==> src/include/scst_pkg.sv <==
/*
 * Constants shared by the sample clock, SYSREF and over-range logic.
 * Assumes the converter input clock drives sys_clk directly.
 */
package scst_pkg;

   // Divider selection codes: divide by 1, 2, 4 and 8.
   localparam logic [1:0] SEL_DIV1 = 2'h0;
   localparam logic [1:0] SEL_DIV2 = 2'h1;
   localparam logic [1:0] SEL_DIV4 = 2'h2;
   localparam logic [1:0] SEL_DIV8 = 2'h3;

   // Sample rate band in MSPS, for reference by the clock plan.
   localparam int SAMPLE_RATE_MIN_MSPS = 50;
   localparam int SAMPLE_RATE_MAX_MSPS = 370;

   // Over-range assertion delay, 7.5 frame cycles, in input clock cycles
   // rounded up to whole cycles for each divider setting.
   localparam logic [5:0] OVR_DLY_DIV1 = 6'h08;
   localparam logic [5:0] OVR_DLY_DIV2 = 6'h0f;
   localparam logic [5:0] OVR_DLY_DIV4 = 6'h1e;
   localparam logic [5:0] OVR_DLY_DIV8 = 6'h3c;

   // Register stages between a sample and the flag beside the delay line.
   localparam logic [5:0] OVR_PIPE = 6'h02;

   // SYSREF to LMFC delay in input clock cycles (3.5 rounded up to 4).
   localparam logic [4:0] LMFC_DLY_DIV1 = 5'h04;
   localparam logic [4:0] LMFC_DLY_DIV2 = 5'h08;
   localparam logic [4:0] LMFC_DLY_DIV4 = 5'h0f;
   localparam logic [4:0] LMFC_DLY_DIV8 = 5'h1d;

   localparam logic [4:0] LMFC_ONE   = 5'h01;
   localparam logic [3:0] EXTRA_ONE  = 4'h1;
   localparam logic [3:0] DIV_ONE    = 4'h1;
   localparam logic [2:0] CNT_ONE    = 3'h1;

endpackage

==> src/rtl/scst_clock_timing.sv <==
/*
 * Sample clock divider, SYSREF capture with LMFC boundary placement and
 * two over-range flags with programmable release delay.
 * Assumes sys_clk is the undivided converter input clock, the sample
 * flags come from logic on that clock and SYSREF arrives from a pin.
 */
// Operation
// Sample clock is input clock over divider.
// Source keeps input clock in divider band.
// Frame clock period equals sample period.
// Flag rises 7.5 frames after over-range.
// Flag falls after assertion plus extra delay.
// Source holds SYSREF high two frames.
// Source holds SYSREF low two frames.
// SYSREF sampled on input clock rising edge.
// LMFC boundary fixed delay after SYSREF latch.
// Repeated over-range keeps flag, restarts countdown.
// Extra release delay is 4-bit field.
`timescale 1ns/10ps

module scst_clock_timing
   import scst_pkg::*;
#(
   parameter int LINE_DEPTH = 64
) (
   input  wire logic       sys_clk,          // Converter input clock.
   input  wire logic       rst_b,            // Asynchronous reset, low.
   input  wire logic [1:0] clockDivideRatio, // Divider select 1/2/4/8.
   input  wire logic [3:0] releaseDelay,     // Extra release frames.
   input  wire logic       sysrefPin,        // SYSREF from the pin.
   input  wire logic       overRangeSampleA, // Channel A sample over range.
   input  wire logic       overRangeSampleB, // Channel B sample over range.
   output logic            frameStrobe,      // One pulse per frame.
   output logic            lmfcBoundary,     // LMFC boundary pulse.
   output logic            overRangeFlagA,   // Channel A over-range flag.
   output logic            overRangeFlagB    // Channel B over-range flag.
);

   // ************************************************************
   // Elaboration check
   // ************************************************************

   // The delay line must reach the longest over-range tap.
   if (LINE_DEPTH < 64)
      $error("LINE_DEPTH too small for the longest over-range delay.");

   // ************************************************************
   // Functions
   // ************************************************************

   // Divide factor for a divider selection.
   function automatic logic [3:0] divFactor(input logic [1:0] sel);
      divFactor = DIV_ONE << sel;
   endfunction

   // Delay line tap giving the over-range assertion delay.
   function automatic logic [5:0] ovrTap(input logic [1:0] sel);
      logic [5:0] dly;
      dly = OVR_DLY_DIV1;
      case (sel)
         SEL_DIV1: dly = OVR_DLY_DIV1;
         SEL_DIV2: dly = OVR_DLY_DIV2;
         SEL_DIV4: dly = OVR_DLY_DIV4;
         default:  dly = OVR_DLY_DIV8;
      endcase
      ovrTap = dly - OVR_PIPE;
   endfunction

   // SYSREF to LMFC delay for a divider selection.
   function automatic logic [4:0] lmfcDelay(input logic [1:0] sel);
      case (sel)
         SEL_DIV1: lmfcDelay = LMFC_DLY_DIV1;
         SEL_DIV2: lmfcDelay = LMFC_DLY_DIV2;
         SEL_DIV4: lmfcDelay = LMFC_DLY_DIV4;
         default:  lmfcDelay = LMFC_DLY_DIV8;
      endcase
   endfunction

   // ************************************************************
   // Sample clock divider
   // ************************************************************

   logic [2:0] divCnt;
   logic [3:0] divNow;
   logic       frameTick;
   logic [2:0] next_divCnt;

   // A frame ends when the counter reaches the divide factor less one.
   assign divNow      = divFactor(clockDivideRatio);
   assign frameTick   = ({1'b0, divCnt} >= (divNow - DIV_ONE));
   assign next_divCnt = frameTick ? 3'h0 : divCnt + CNT_ONE;

   // Divider counter and registered frame strobe.
   always_ff @(posedge sys_clk or negedge rst_b) begin
      if (!rst_b) begin
         divCnt      <= 3'h0;
         frameStrobe <= 1'b0;
      end else begin
         divCnt      <= next_divCnt;
         frameStrobe <= frameTick;
      end
   end

   // ************************************************************
   // SYSREF capture and LMFC boundary
   // ************************************************************

   logic       sysrefSync1;
   logic       sysrefSync2;
   logic       sysrefSync3;
   logic       sysrefLevel;
   logic       sysrefRise;
   logic [4:0] lmfcCnt;

   // A rise counts once the second and third stages agree and go high.
   assign sysrefRise = sysrefSync2 && sysrefSync3 && !sysrefLevel;

   // Three stage synchroniser, sampled on the rising input clock edge.
   always_ff @(posedge sys_clk or negedge rst_b) begin
      if (!rst_b) begin
         sysrefSync1 <= 1'b0;
         sysrefSync2 <= 1'b0;
         sysrefSync3 <= 1'b0;
         sysrefLevel <= 1'b0;
      end else begin
         sysrefSync1 <= sysrefPin;
         sysrefSync2 <= sysrefSync1;
         sysrefSync3 <= sysrefSync2;
         if (sysrefSync2 == sysrefSync3) begin
            sysrefLevel <= sysrefSync3;
         end
      end
   end

   // Countdown from the latched SYSREF edge to the boundary pulse.
   always_ff @(posedge sys_clk or negedge rst_b) begin
      if (!rst_b) begin
         lmfcCnt      <= 5'h00;
         lmfcBoundary <= 1'b0;
      end else begin
         lmfcBoundary <= (lmfcCnt == LMFC_ONE);
         if (sysrefRise) begin
            lmfcCnt <= lmfcDelay(clockDivideRatio) - LMFC_ONE;
         end else if (lmfcCnt != 5'h00) begin
            lmfcCnt <= lmfcCnt - LMFC_ONE;
         end
      end
   end

   // ************************************************************
   // Over-range flags
   // ************************************************************

   logic [LINE_DEPTH-1:0] tickLine;
   logic [LINE_DEPTH-1:0] ovrLineA;
   logic [LINE_DEPTH-1:0] ovrLineB;
   logic [5:0]            tapIdx;
   logic                  tapTick;
   logic [1:0]            tapOvr;
   logic [1:0]            flag;
   logic [3:0]            extraCnt [2];

   // Taps give each sample and its tick at the assertion delay.
   assign tapIdx  = ovrTap(clockDivideRatio);
   assign tapTick = tickLine[tapIdx];
   assign tapOvr  = {ovrLineB[tapIdx], ovrLineA[tapIdx]};
   assign overRangeFlagA = flag[0];
   assign overRangeFlagB = flag[1];

   // Delay lines carry sampled frames and their over-range state.
   always_ff @(posedge sys_clk or negedge rst_b) begin
      if (!rst_b) begin
         tickLine <= '0;
         ovrLineA <= '0;
         ovrLineB <= '0;
      end else begin
         tickLine <= {tickLine[LINE_DEPTH-2:0], frameTick};
         ovrLineA <= {ovrLineA[LINE_DEPTH-2:0], frameTick && overRangeSampleA};
         ovrLineB <= {ovrLineB[LINE_DEPTH-2:0], frameTick && overRangeSampleB};
      end
   end

   // Each flag sets on a delayed over-range and counts out its release.
   always_ff @(posedge sys_clk or negedge rst_b) begin
      if (!rst_b) begin
         flag     <= 2'h0;
         extraCnt <= '{4'h0, 4'h0};
      end else begin
         for (int ch = 0; ch < 2; ch++) begin
            if (tapTick && tapOvr[ch]) begin
               flag[ch]     <= 1'b1;
               extraCnt[ch] <= releaseDelay;
            end else if (tapTick && flag[ch]) begin
               if (extraCnt[ch] == 4'h0) begin
                  flag[ch] <= 1'b0;
               end else begin
                  extraCnt[ch] <= extraCnt[ch] - EXTRA_ONE;
               end
            end
         end
      end
   end

   // ************************************************************
   // Assertions
   // ************************************************************

   property p_div4_period;
      @(posedge sys_clk) disable iff (!rst_b)
      (frameTick && clockDivideRatio == SEL_DIV4 && $stable(clockDivideRatio))
         |=> (!frameTick)[*3] ##1 frameTick;
   endproperty
   a_div4_period: assert property (p_div4_period)
      else $error("Divide-by-4 frame period wrong.");

   property p_frame_div8;
      @(posedge sys_clk) disable iff (!rst_b)
      (frameStrobe && clockDivideRatio == SEL_DIV8 && $stable(clockDivideRatio))
         |=> (!frameStrobe)[*7] ##1 frameStrobe;
   endproperty
   a_frame_div8: assert property (p_frame_div8)
      else $error("Frame strobe period wrong at divide-by-8.");

   property p_ovr_assert;
      @(posedge sys_clk) disable iff (!rst_b)
      (clockDivideRatio == SEL_DIV1 && frameTick && overRangeSampleA)
         |-> ##8 overRangeFlagA;
   endproperty
   a_ovr_assert: assert property (p_ovr_assert)
      else $error("Over-range flag A late.");

   property p_ovr_release;
      @(posedge sys_clk) disable iff (!rst_b)
      (clockDivideRatio == SEL_DIV1 && releaseDelay == 4'h0 &&
       $past(overRangeSampleB) && !overRangeSampleB)
         |-> ##8 !overRangeFlagB;
   endproperty
   a_ovr_release: assert property (p_ovr_release)
      else $error("Over-range flag B not released.");

   property p_ovr_restart;
      @(posedge sys_clk) disable iff (!rst_b)
      (tapTick && tapOvr[0])
         |=> overRangeFlagA && extraCnt[0] == $past(releaseDelay);
   endproperty
   a_ovr_restart: assert property (p_ovr_restart)
      else $error("Release countdown not restarted.");

   property p_extra_count;
      @(posedge sys_clk) disable iff (!rst_b)
      (tapTick && !tapOvr[1] && flag[1] && extraCnt[1] != 4'h0)
         |=> flag[1] && extraCnt[1] == $past(extraCnt[1]) - EXTRA_ONE;
   endproperty
   a_extra_count: assert property (p_extra_count)
      else $error("Extra release delay miscounted.");

   property p_sysref_agree;
      @(posedge sys_clk) disable iff (!rst_b)
      (sysrefLevel != $past(sysrefLevel))
         |-> $past(sysrefSync2) == $past(sysrefSync3);
   endproperty
   a_sysref_agree: assert property (p_sysref_agree)
      else $error("SYSREF level changed without agreement.");

   property p_lmfc_div2;
      @(posedge sys_clk) disable iff (!rst_b)
      (sysrefRise && clockDivideRatio == SEL_DIV2)
         |-> (!lmfcBoundary)[*8] ##1 lmfcBoundary;
   endproperty
   a_lmfc_div2: assert property (p_lmfc_div2)
      else $error("LMFC boundary early after SYSREF.");

   property p_lmfc_hit;
      @(posedge sys_clk) disable iff (!rst_b)
      (sysrefRise && clockDivideRatio == SEL_DIV2) |-> ##8 lmfcBoundary;
   endproperty
   a_lmfc_hit: assert property (p_lmfc_hit)
      else $error("LMFC boundary missing after SYSREF.");

endmodule

==> config.mk <==
export PLATFORM = sky130hd
export DESIGN_NAME = scst_clock_timing
export DESIGN_NICKNAME = d
export VERILOG_FILES = /design/src/include/scst_pkg.sv /design/src/rtl/scst_clock_timing.sv
export SDC_FILE = /design/constraint.sdc
export NUM_CORES = 1
export LEC_CHECK = 0
export ABC_AREA = 1
export BUFFER_PORTS_ARGS = -buffer_cell sky130_fd_sc_hd__buf_2
export CAP_MARGIN = 20
export CORE_MARGIN = 2
export CORE_UTILIZATION = 35
export DETAILED_ROUTE_END_ITERATION = 7
export HOLD_SLACK_MARGIN = 0.08
export SETUP_SLACK_MARGIN = 0.1
export SKIP_CTS_REPAIR_TIMING = 1
export SYNTH_ARGS = -nofsm -noshare
export SYNTH_HDL_FRONTEND = slang
export SYNTH_SLANG_ARGS = --single-unit
export TNS_END_PERCENT = 10
==> constraint.sdc <==
create_clock -name sys_clk -period 3.7 [get_ports sys_clk]
set_clock_uncertainty 0.15 [all_clocks]
set_input_delay 0.37 -clock sys_clk [delete_from_list [all_inputs] [get_ports sys_clk]]
set_output_delay 0.37 -clock sys_clk [all_outputs]
set_load 0.01 [all_outputs]
# Word-level counts from Yosys, hierarchy flattened
# Cells that the tools add are included.
# word_totals
reg_bits,216
input_bits,11
out_inout_bits,4
wordCells,77
# classes
n_mux,24
n_addsub,7
order_cmp,2
n_reduce_logical,22
eq_ne,6
shift,1
# ops
op,count
4-bit two-way mux,6
1-bit binary-select mux with 6-bit select,3
6-bit one-hot mux with 3 select lines,1
5-bit two-way mux,3
5-bit one-hot mux with 3 select lines,1
4-bit by 1-bit subtractor with 4-bit output (second input constant),3
2-bit nonzero test,5
5-bit by 1-bit subtractor with 5-bit output (second input constant),2
1-bit two-way mux,9
1-bit logical AND,8
4-bit logical NOT,2
2-bit AND reduction,4
6-bit by 7-bit less-than comparator with 1-bit output (second input constant),1
6-bit by 2-bit subtractor with 6-bit output (second input constant),1
5-bit by 1-bit equality test with 1-bit output (second input constant),1
5-bit nonzero test,1
3-bit by 4-bit greater-or-equal comparator with 1-bit output,1
2-bit inequality test (second input constant),2
1-bit by 2-bit << shifter with 4-bit output (first input constant),1
3-bit by 1-bit adder with 3-bit output (second input constant),1
3-bit two-way mux,1
2-bit by 1-bit equality test with 1-bit output (second input constant),1
2-bit equality test (second input constant),1
2-bit logical NOT,1
2 further kinds,2

# Logic depth before layout (Yosys ltp)
# Gate-level depths: netlist of the first run.
# logic_depth
depth_word,8
ltp_mapped,15
mapped_depth_nobuf,13

# Least setup slack after synthesis of the first run
# Ideal clock, no wire load.
# synth_path
kind,in2reg
from,input clockDivideRatio[0]
to,register ovrLineA[0]
required_ns,3.478
n_path_buf,1
setup_slack_ns,1.698
setup_ns,0.072
arrival_ns,1.780
cell_stages,11
cell_sequence,inv_1 -> ha_1 -> buf_4 -> xor2_1 -> ha_1 -> o21ai_0 -> inv_1 -> o21ai_0 -> a21oi_1 -> inv_1 -> nor2_1
# synth_between
elab_chain_len,4
# synth_lines
element,line_no,text
"start, declared",scst_clock_timing.sv:28,"input wire logic [1:0] clockDivideRatio,"
1-bit by 2-bit << shifter with 4-bit output,scst_clock_timing.sv:53,divFactor = DIV_ONE << sel;
4-bit by 1-bit subtractor with 4-bit output,scst_clock_timing.sv:90,"assign frameTick = ({1'b0, divCnt} >= (divNow - DIV_ONE));"
3-bit by 4-bit greater-or-equal comparator with 1-bit output,scst_clock_timing.sv:90,
via frameTick,scst_clock_timing.sv:85,logic frameTick;
1-bit logical AND,scst_clock_timing.sv:178,"ovrLineA <= {ovrLineA[LINE_DEPTH-2:0], frameTick && overRangeSampleA};"
"end signal, assigned",scst_clock_timing.sv:178,
"end, declared",scst_clock_timing.sv:155,logic [LINE_DEPTH-1:0] ovrLineA;
# The timed path passes the listed nets, and every way through them passes these cells.
# A chain may end at the register's enable or synchronous reset.

# Worst setup path in the final report of the first run
# layout_path
from,input clockDivideRatio[1]
to,register ovrLineB[0]
# layout_between
elab_chain_len,4
# layout_lines
element,line_no,text
1-bit by 2-bit << shifter with 4-bit output,scst_clock_timing.sv:53,
4-bit by 1-bit subtractor with 4-bit output,scst_clock_timing.sv:90,
3-bit by 4-bit greater-or-equal comparator with 1-bit output,scst_clock_timing.sv:90,
via frameTick,scst_clock_timing.sv:85,
1-bit logical AND,scst_clock_timing.sv:179,"ovrLineB <= {ovrLineB[LINE_DEPTH-2:0], frameTick && overRangeSampleB};"
"end signal, assigned",scst_clock_timing.sv:179,
"end, declared",scst_clock_timing.sv:156,logic [LINE_DEPTH-1:0] ovrLineB;
# The timed path passes the listed nets, and every way through them passes these cells.

==> results of run 1 <==
[cell families after synthesis]
kind of cell	after synthesis	synth area share (%)
AND/OR/NAND/NOR	218	15.6
flip-flops	203	74.6
buffers and inverters	50	4.17
adder cells (fa/ha/maj)	17	3.13
AO/OA/AOI/OAI	14	1.03
XOR/XNOR	10	1.29
multiplexers	1	0.165
[cell usage after synthesis, types with 4 or more instances]
| cell type | n | area share, % |
|---|---|---|
| a21oi_1 | 5 | 0.37 |
| buf_6 | 6 | 0.99 |
| dfrtp_1 | 203 | 75 |
| ha_1 | 17 | 3.1 |
| inv_1 | 31 | 1.7 |
| inv_2 | 5 | 0.28 |
| nand2_1 | 92 | 5.1 |
| nand2_2 | 10 | 0.92 |
| nand3_1 | 88 | 6.5 |
| nand3_2 | 4 | 0.59 |
| nor2_1 | 14 | 0.77 |
| o21ai_0 | 9 | 0.66 |
| xnor2_1 | 6 | 0.77 |
| xor2_1 | 4 | 0.51 |
[final timing paths]
check	startpoint	endpoint	slack, ps
max reg2reg	sysrefSync3	lmfcCnt[3]	2000
min in group asynchronous	rst_b	ovrLineB[44]	430
max	clockDivideRatio[1]	ovrLineB[0]	1520
max in group asynchronous	rst_b	ovrLineA[1]	1970
min	releaseDelay[1]	extraCnt[5]	90
min reg2reg	tickLine[54]	tickLine[55]	190
[registers in the layout, summed over array words and instances (netlist names)]
register	flops
divCnt	3
sysrefSync1	1
extraCnt	8
lmfcCnt	5
flag	2
tickLine	60
lmfcBoundary	1
sysrefLevel	1
ovrLineB	60
sysrefSync3	1
sysrefSync2	1
ovrLineA	60
[cell type report]
class	instances	area (µm²)	share of cell area (%)
inverters	38	158	1.99
well taps	265	332	4.18
clock inverters	12	169	2.13
multi-input cells	260	1440	18.2
flip-flops and latches	203	5080	64.0
clock buffers	25	581	7.32
repair buffers	25	176	2.22
[routing by layer]
metal  global-route usage (%)  routed length, µm  part of all wire [%]  up-vias
li1                         -                  -                     -     1709
met1                     16.9               5370                    48     1848
met2                     18.4               5180                    46       75
met3                     2.37                481                   4.3       14
met4                     3.41                187                   1.7        0
met5                        0                  0                     0        -
[worst max-delay path: cells and delay by family]
family | cells | cell delay (ps)
adder cells (fa/ha/maj) | 2 | 840
AND/OR/NAND/NOR | 1 | 110
AO/OA/AOI/OAI | 3 | 490
buffers and inverters | 5 | 630
[power breakdown]
| part | switching, mW | leakage, nW | internal (mW) | total, mW |
|---|---|---|---|---|
| combinational | 0.534 | 0.898 | 0.335 | 0.869 |
| clock | 0.832 | 0.368 | 1.40 | 2.23 |
| sequential | 0.285 | 2.68 | 2.85 | 3.13 |
[metrics by stage]
step                      hold slack (ps)  std cells  cell area [µm²]  worst slack (ps)
final                                91.4        828             7940              1520
after global routing                  102        828             7940              1310
after CTS                            -180        822             7880              1520
after detailed placement              185        785             7130              1020
after global placement                182        785             7130              1120
after floorplan                     -75.6        513             6810              1700
==> key figures, run 1 <==
Status
  – Outcome: finished, final reports clean

Detailed routing
  – Antenna viol nets, final: 0
  – First-pass DRT Iterations: 5
  – Drt wl/cell: about 14 µm
  – Drt initial violations: between 200 and 300
  – Total Routed Length: about 11,000 µm
  – Routed via count: ~3.6k
  – Via density: ~4.4
  – DRC: 0

Worst setup path
  – CP most frequent cell: inv_1
  – Critical path endpoint category: flop
  – Reg2Reg Depth: 7
  – Slowest CP cell: ha_1
  – Critical path launch point type: input port
  – CP Cell Sequence: buf_2, inv_1, ha_1, inv_2, ha_1, o21ai_0, inv_1, o21ai_0, a21oi_1, inv_1, nor2_1
  – Critical Path Max Stage Delay: between 500 and 600 ps
  – WS Path Type: input port to flop
  – Arr. time, crit path: 2450 ps
  – Critical path peak fanout: 11
  – Critical Path RT: about 4000 ps

Clock network
  – # H-tree levels: 1
  – Clock Tree Buf Depth: 3
  – Worst-Skew Late Latency: around 490 ps
  – Total clock sinks: 203
  – CTS buffer count: 21
  – Register clock-pin slew on the reported worst setup and hold paths: roughly 60 ps
  – TritonCTS clock tree: done
  – Root buffer cell: clkbuf_16

Worst hold path
  – Hold Path Depth: 5
  – Hold WC Path Type: input port to flop

Yosys
  – Dominant synthesized flop cell: dfrtp_1
  – Asr flop ratio synth: 100%
  – Post-synthesis instance total: 513
  – Post-Syn Area: 6810 µm²
  – EDFF count, synth: 0
  – Avg Inst Size Synth: around 13 µm²
  – Syn_nets: 541
  – Sequential share of the synthesized area: between 70 and 80%
  – Synth Warn #: 0
  – Yosys cell types: 27
  – #FFs+latches synth: between 200 and 250

Placed design
  – Port Buffers: 14
  – Final Wtd Congestion: between 0.7 and 0.8
  – DP HPWL: approximately 6700 µm

STA
  – FMAX: between 400 and 500 MHz
  – Final period utilization: about three fifths
  – RSZ-0062 raised after global routing: false
  – Worst Tran Pin Value: approximately 860 ps
  – Hold Violations, Final: 0
  – Final setup TNS: 0 ps
  – Slew Limit Fails: 0
  – Final setup violating endpoints: 0
  – Slew headroom: 42.6%
  – Min cycle time layout: roughly 2200 ps

Cells and area
  – Share of cells above drive strength 1: around 15%
  – Final Net Count: ~580
  – Most frequent cells in the layout: 203 x dfrtp_1, 92 x nand2_1, 88 x nand3_1
  – Antenna Cells: 0
  – Filler Cell Count: 1,811
  – Most common cell after layout, fill and taps aside: dfrtp_1
  – Final Core Density: between 40% and 50%
  – Area grow syn2layout: 16.6%

Die
  – Die Y-Extent: 143 µm
  – Overall die area: roughly 20,000 µm²
  – CORE AREA: 19,300 µm²
  – Cell Rows: 51
  – # IOs: 15
  – Die X: about 140 µm
  – Starting Density: 35.3%

Global route
  – Antenna violations before repair: 0
  – First-pass GRT wire length: 19,500 µm
  – Largest net degree at the start of global routing: approximately 120
  – Gr usage total: a little under an eighth
  – GR Overflow Total: 0
  – Number of global-route vias before repair: 3,936

Power and ir drop
  – Maximum vdd drop: roughly 430 µV
  – Ratio of total power to cell area: around 800 nW/µm²
  – Leak: just under 4 nW
  – Total power draw: roughly 6.2 mW

Flow run
  – Max Cap Viol: 0
No activity file was read; power rests on OpenSTA's default activity.
==> run 2: changes to the inputs <==
--- a/config.mk
+++ b/config.mk
@@ -5,7 +5,7 @@
 export SDC_FILE = /design/constraint.sdc
 export NUM_CORES = 1
 export LEC_CHECK = 0
-export ABC_AREA = 1
+export ABC_AREA = 0
 export BUFFER_PORTS_ARGS = -buffer_cell sky130_fd_sc_hd__buf_2
 export CAP_MARGIN = 20
 export CORE_MARGIN = 2
==> constraint.sdc (replaced) <==
create_clock -name sys_clk -period 2.2 [get_ports sys_clk]
set_clock_uncertainty 0.15 [all_clocks]
set_input_delay 0.22 -clock sys_clk [delete_from_list [all_inputs] [get_ports sys_clk]]
set_output_delay 0.22 -clock sys_clk [all_outputs]
set_load 0.01 [all_outputs]
==> key figures, run 2 <==
Status
  – Outcome: finished, final reports clean

Power and ir drop
  – Combinational share of power: 12.8% (-1.1 points)
  – Ratio of total power to cell area: 1270 nW/µm² (+62%)
  – Maximum vdd drop: 513 µV (+18%)
  – Sw Ratio: 24.3% (-2.2 points)
  – Leak: 3.95 nW (+0.13%)
  – Reg power frac: 51.4% (+1.1 points)
  – Clock Power Share: 35.8% (about the same)
  – Sw Pwr: 2.50 mW (+51%)
  – Total power draw: 10.3 mW (+65%)
  – Int Pwr: 7.78 mW (+70%)

STA
  – FMAX: ~460 MHz
  – Slew headroom: 60.5% (+18 points)
  – Min cycle time layout: ~2200 ps
  – Slew Limit Fails: 0 (unchanged)
  – Fin Hold WS: 42.3 ps (-49.0 ps)
  – Final setup violating endpoints: 0 (unchanged)
  – Hold Violations, Final: 0 (unchanged)
  – Final setup TNS: 0 ps (unchanged)
  – RSZ-0062 raised after global routing: true
  – Worst Tran Pin Value: 587 ps (-273 ps)
  – Final period utilization: 98.4%

Die
  – Cell Rows: 49 (-3.9%)
  – Die X: 141 µm (-2.0%)
  – CORE AREA: 18,100 µm² (-5.8%)
  – Starting Density: 36.0% (+0.68 points)
  – # IOs: 15 (unchanged)
  – Die Y-Extent: 141 µm (-2.0%)
  – Overall die area: 19,800 µm² (-3.9%)

Placed design
  – Port Buffers: 14 (unchanged)
  – DP HPWL: 6850 µm (+2.0%)
  – Final Wtd Congestion: 0.807 (+9.4%)
  – Dpl cells: 652 (-17%)

Clock network
  – Register clock-pin slew on the reported worst setup and hold paths: 60 ps (about the same)
  – TritonCTS clock tree: done
  – Total clock sinks: 203 (unchanged)
  – CTS buffer count: 21 (unchanged)
  – Clock Tree Buf Depth: 3 (unchanged)
  – Worst-Skew Late Latency: 490 ps (about the same)
  – Root buffer cell: clkbuf_16
  – # H-tree levels: 1 (unchanged)

Yosys
  – Area contributors post-synth: dfrtp_1 78%, mux4_2 3.4%, ha_1 3.3%, mux2i_1 3.1%, nand2_1 1.1%
  – Asr flop ratio synth: 100% (unchanged)
  – #FFs+latches synth: 203 (unchanged)
  – Post-Syn Area: 6530 µm² (-4.0%)
  – Synth Warn #: 0 (unchanged)
  – Sequential share of the synthesized area: 77.8% (+3.1 points)
  – Post-synthesis instance total: 388 (-24%)
  – Post-synth top area share: 77.8% (+3.1 points)
  – EDFF count, synth: 0 (unchanged)
  – Most frequent cell after synthesis: dfrtp_1
  – Dominant synthesized flop cell: dfrtp_1
  – Avg Inst Size Synth: 16.8 µm² (+27%)
  – Yosys cell types: 34 (+26%)
  – Area leader, netlist: dfrtp_1
  – Syn_nets: 416 (-23%)
  – Top cells by instance count after synthesis: 203 x dfrtp_1, 20 x mux2i_1, 19 x nand2_1

Global route
  – First-pass GRT wire length: 17,800 µm (-8.9%)
  – Largest net degree at the start of global routing: 67 (-42%)
  – Gr usage total: 11.2% (-0.62 points)
  – Antenna violations before repair: 1 (+1)
  – GR Overflow Total: 0 (unchanged)
  – Number of global-route vias before repair: 3,438 (-13%)

Worst setup path
  – Critical Path RT: 2420 ps (-1550 ps)
  – Arr. time, crit path: 2380 ps (-70 ps)
  – Critical path endpoint category: flop
  – WS Path Type: flop to flop
  – Critical path peak fanout: 12 (+1)
  – Critical path launch point type: flop

Detailed routing
  – Drt initial violations: 195 (-22%)
  – DRC: 0 (unchanged)
  – Drt wl/cell: 14.8 µm (+9.1%)
  – Total Routed Length: 10,400 µm (-7.5%)
  – First-pass DRT Iterations: 4 (-1)
  – Antenna viol nets, final: 0 (unchanged)
  – Routed via count: 3,215 (-12%)
  – Via density: 4.58 (+4.0%)

Cells and area
  – Filler Cell Count: 1,575 (-13%)
  – Footprint of the multi-input gates: 1410 µm² (-2.2%)
  – Largest regs: ovrLineA x60, ovrLineB x60, tickLine x60
  – Area grow syn2layout: 23.6%
  – Share of cells above drive strength 1: 23.9% (+8.8 points)
  – Most frequent cells in the layout: 203 x dfrtp_1, 31 x buf_4, 21 x clkbuf_16
  – Final Core Density: 44.5% (+3.3 points)
  – Final Net Count: 486 (-16%)
  – Sequential cell area: 5080 µm² (unchanged)
  – Final Non-Filler Cells: 702 (-15%)
  – Most common cell after layout, fill and taps aside: dfrtp_1
  – Antenna Cells: 0 (unchanged)

Worst hold path
  – Hold WC Path Type: input port to flop

Flow run
  – Max Cap Viol: 0 (unchanged)
==> run 2: changes by cell type after synthesis, sizes merged, moves of 6 or more <==
cell	before	now
inv	38	13
nand2	106	19
mux4	0	10
a21oi	5	13
nand3	93	7
a31oi	0	10
mux2i	0	20
o22a	0	6
==> run 2: worst paths after layout <==
| check | to | slack [ps] | cells after the start | startpoint |
|---|---|---|---|---|
| setup / recovery | extraCnt[0] | 40 | 6 | tickLine[4] |
| hold / removal | extraCnt[7] | 40 | 4 | releaseDelay[3] |
| setup reg to reg | extraCnt[0] | 40 | 6 | tickLine[4] |
| hold reg to reg | ovrLineB[18] | 200 | 0 | ovrLineB[17] |
| max in group asynchronous | ovrLineA[49] | 1160 | 3 | rst_b |
| min in group asynchronous | ovrLineB[1] | 80 | 2 | rst_b |
==> run 2: area by class of cell <==
type | instances | area share (%)
timing repair buffer | 57 | 6.00
multi-input combinational | 162 | 17.5
tap | 229 | 3.55
inverter | 13 | 0.852
clock inverter | 11 | 2.05
clock buffer | 27 | 7.16
sequential | 203 | 62.9
==> run 2: cell families after synthesis <==
family	count (synthesis)	share of synthesized area [%]
AND/OR/NAND/NOR	58	4.20
XOR/XNOR	7	0.939
buffers and inverters	23	1.76
adder cells (fa/ha/maj)	17	3.26
AO/OA/AOI/OAI	46	4.87
flip-flops	203	77.8
multiplexers	34	7.20
==> run 2: power by group through the flow <==
| stage | Clock (mW) | Sequential (mW) | Combinational [mW] |
|---|---|---|---|
| CTS | 3.80 | 5.30 | 1.26 |
| global placement | 0 | 5.29 | 1.19 |
| global route | 3.95 | 5.40 | 1.48 |
| floorplan | 0 | 5.14 | 0.878 |
| detailed placement | 0 | 5.34 | 1.26 |
| finish | 3.68 | 5.28 | 1.32 |
==> run 2: through the flow <==
step,cell area (µm²),setup WS (ps)
global route,8070,-26.1
finish,8070,36.0
detailed placement,7210,-401
floorplan,6620,-160
global placement,7210,-338
CTS,7950,20.9
==> run 2: critical path, cell delays in order (launching register included) <==
cell	delay, ps
dfrtp_1	390
mux4_2	460
mux2_4	300
o311ai_4	290
buf_12	180
a21oi_2	50
o22a_1	220
==> run 2: metal layers <==
metal	GRT usage [%]	part of all wire, %	up-vias
met4	3.26	2.1	0
met5	0	0	-
met2	16.7	45	62
met3	2.62	3.7	18
li1	-	-	1475
met1	16.5	49	1660
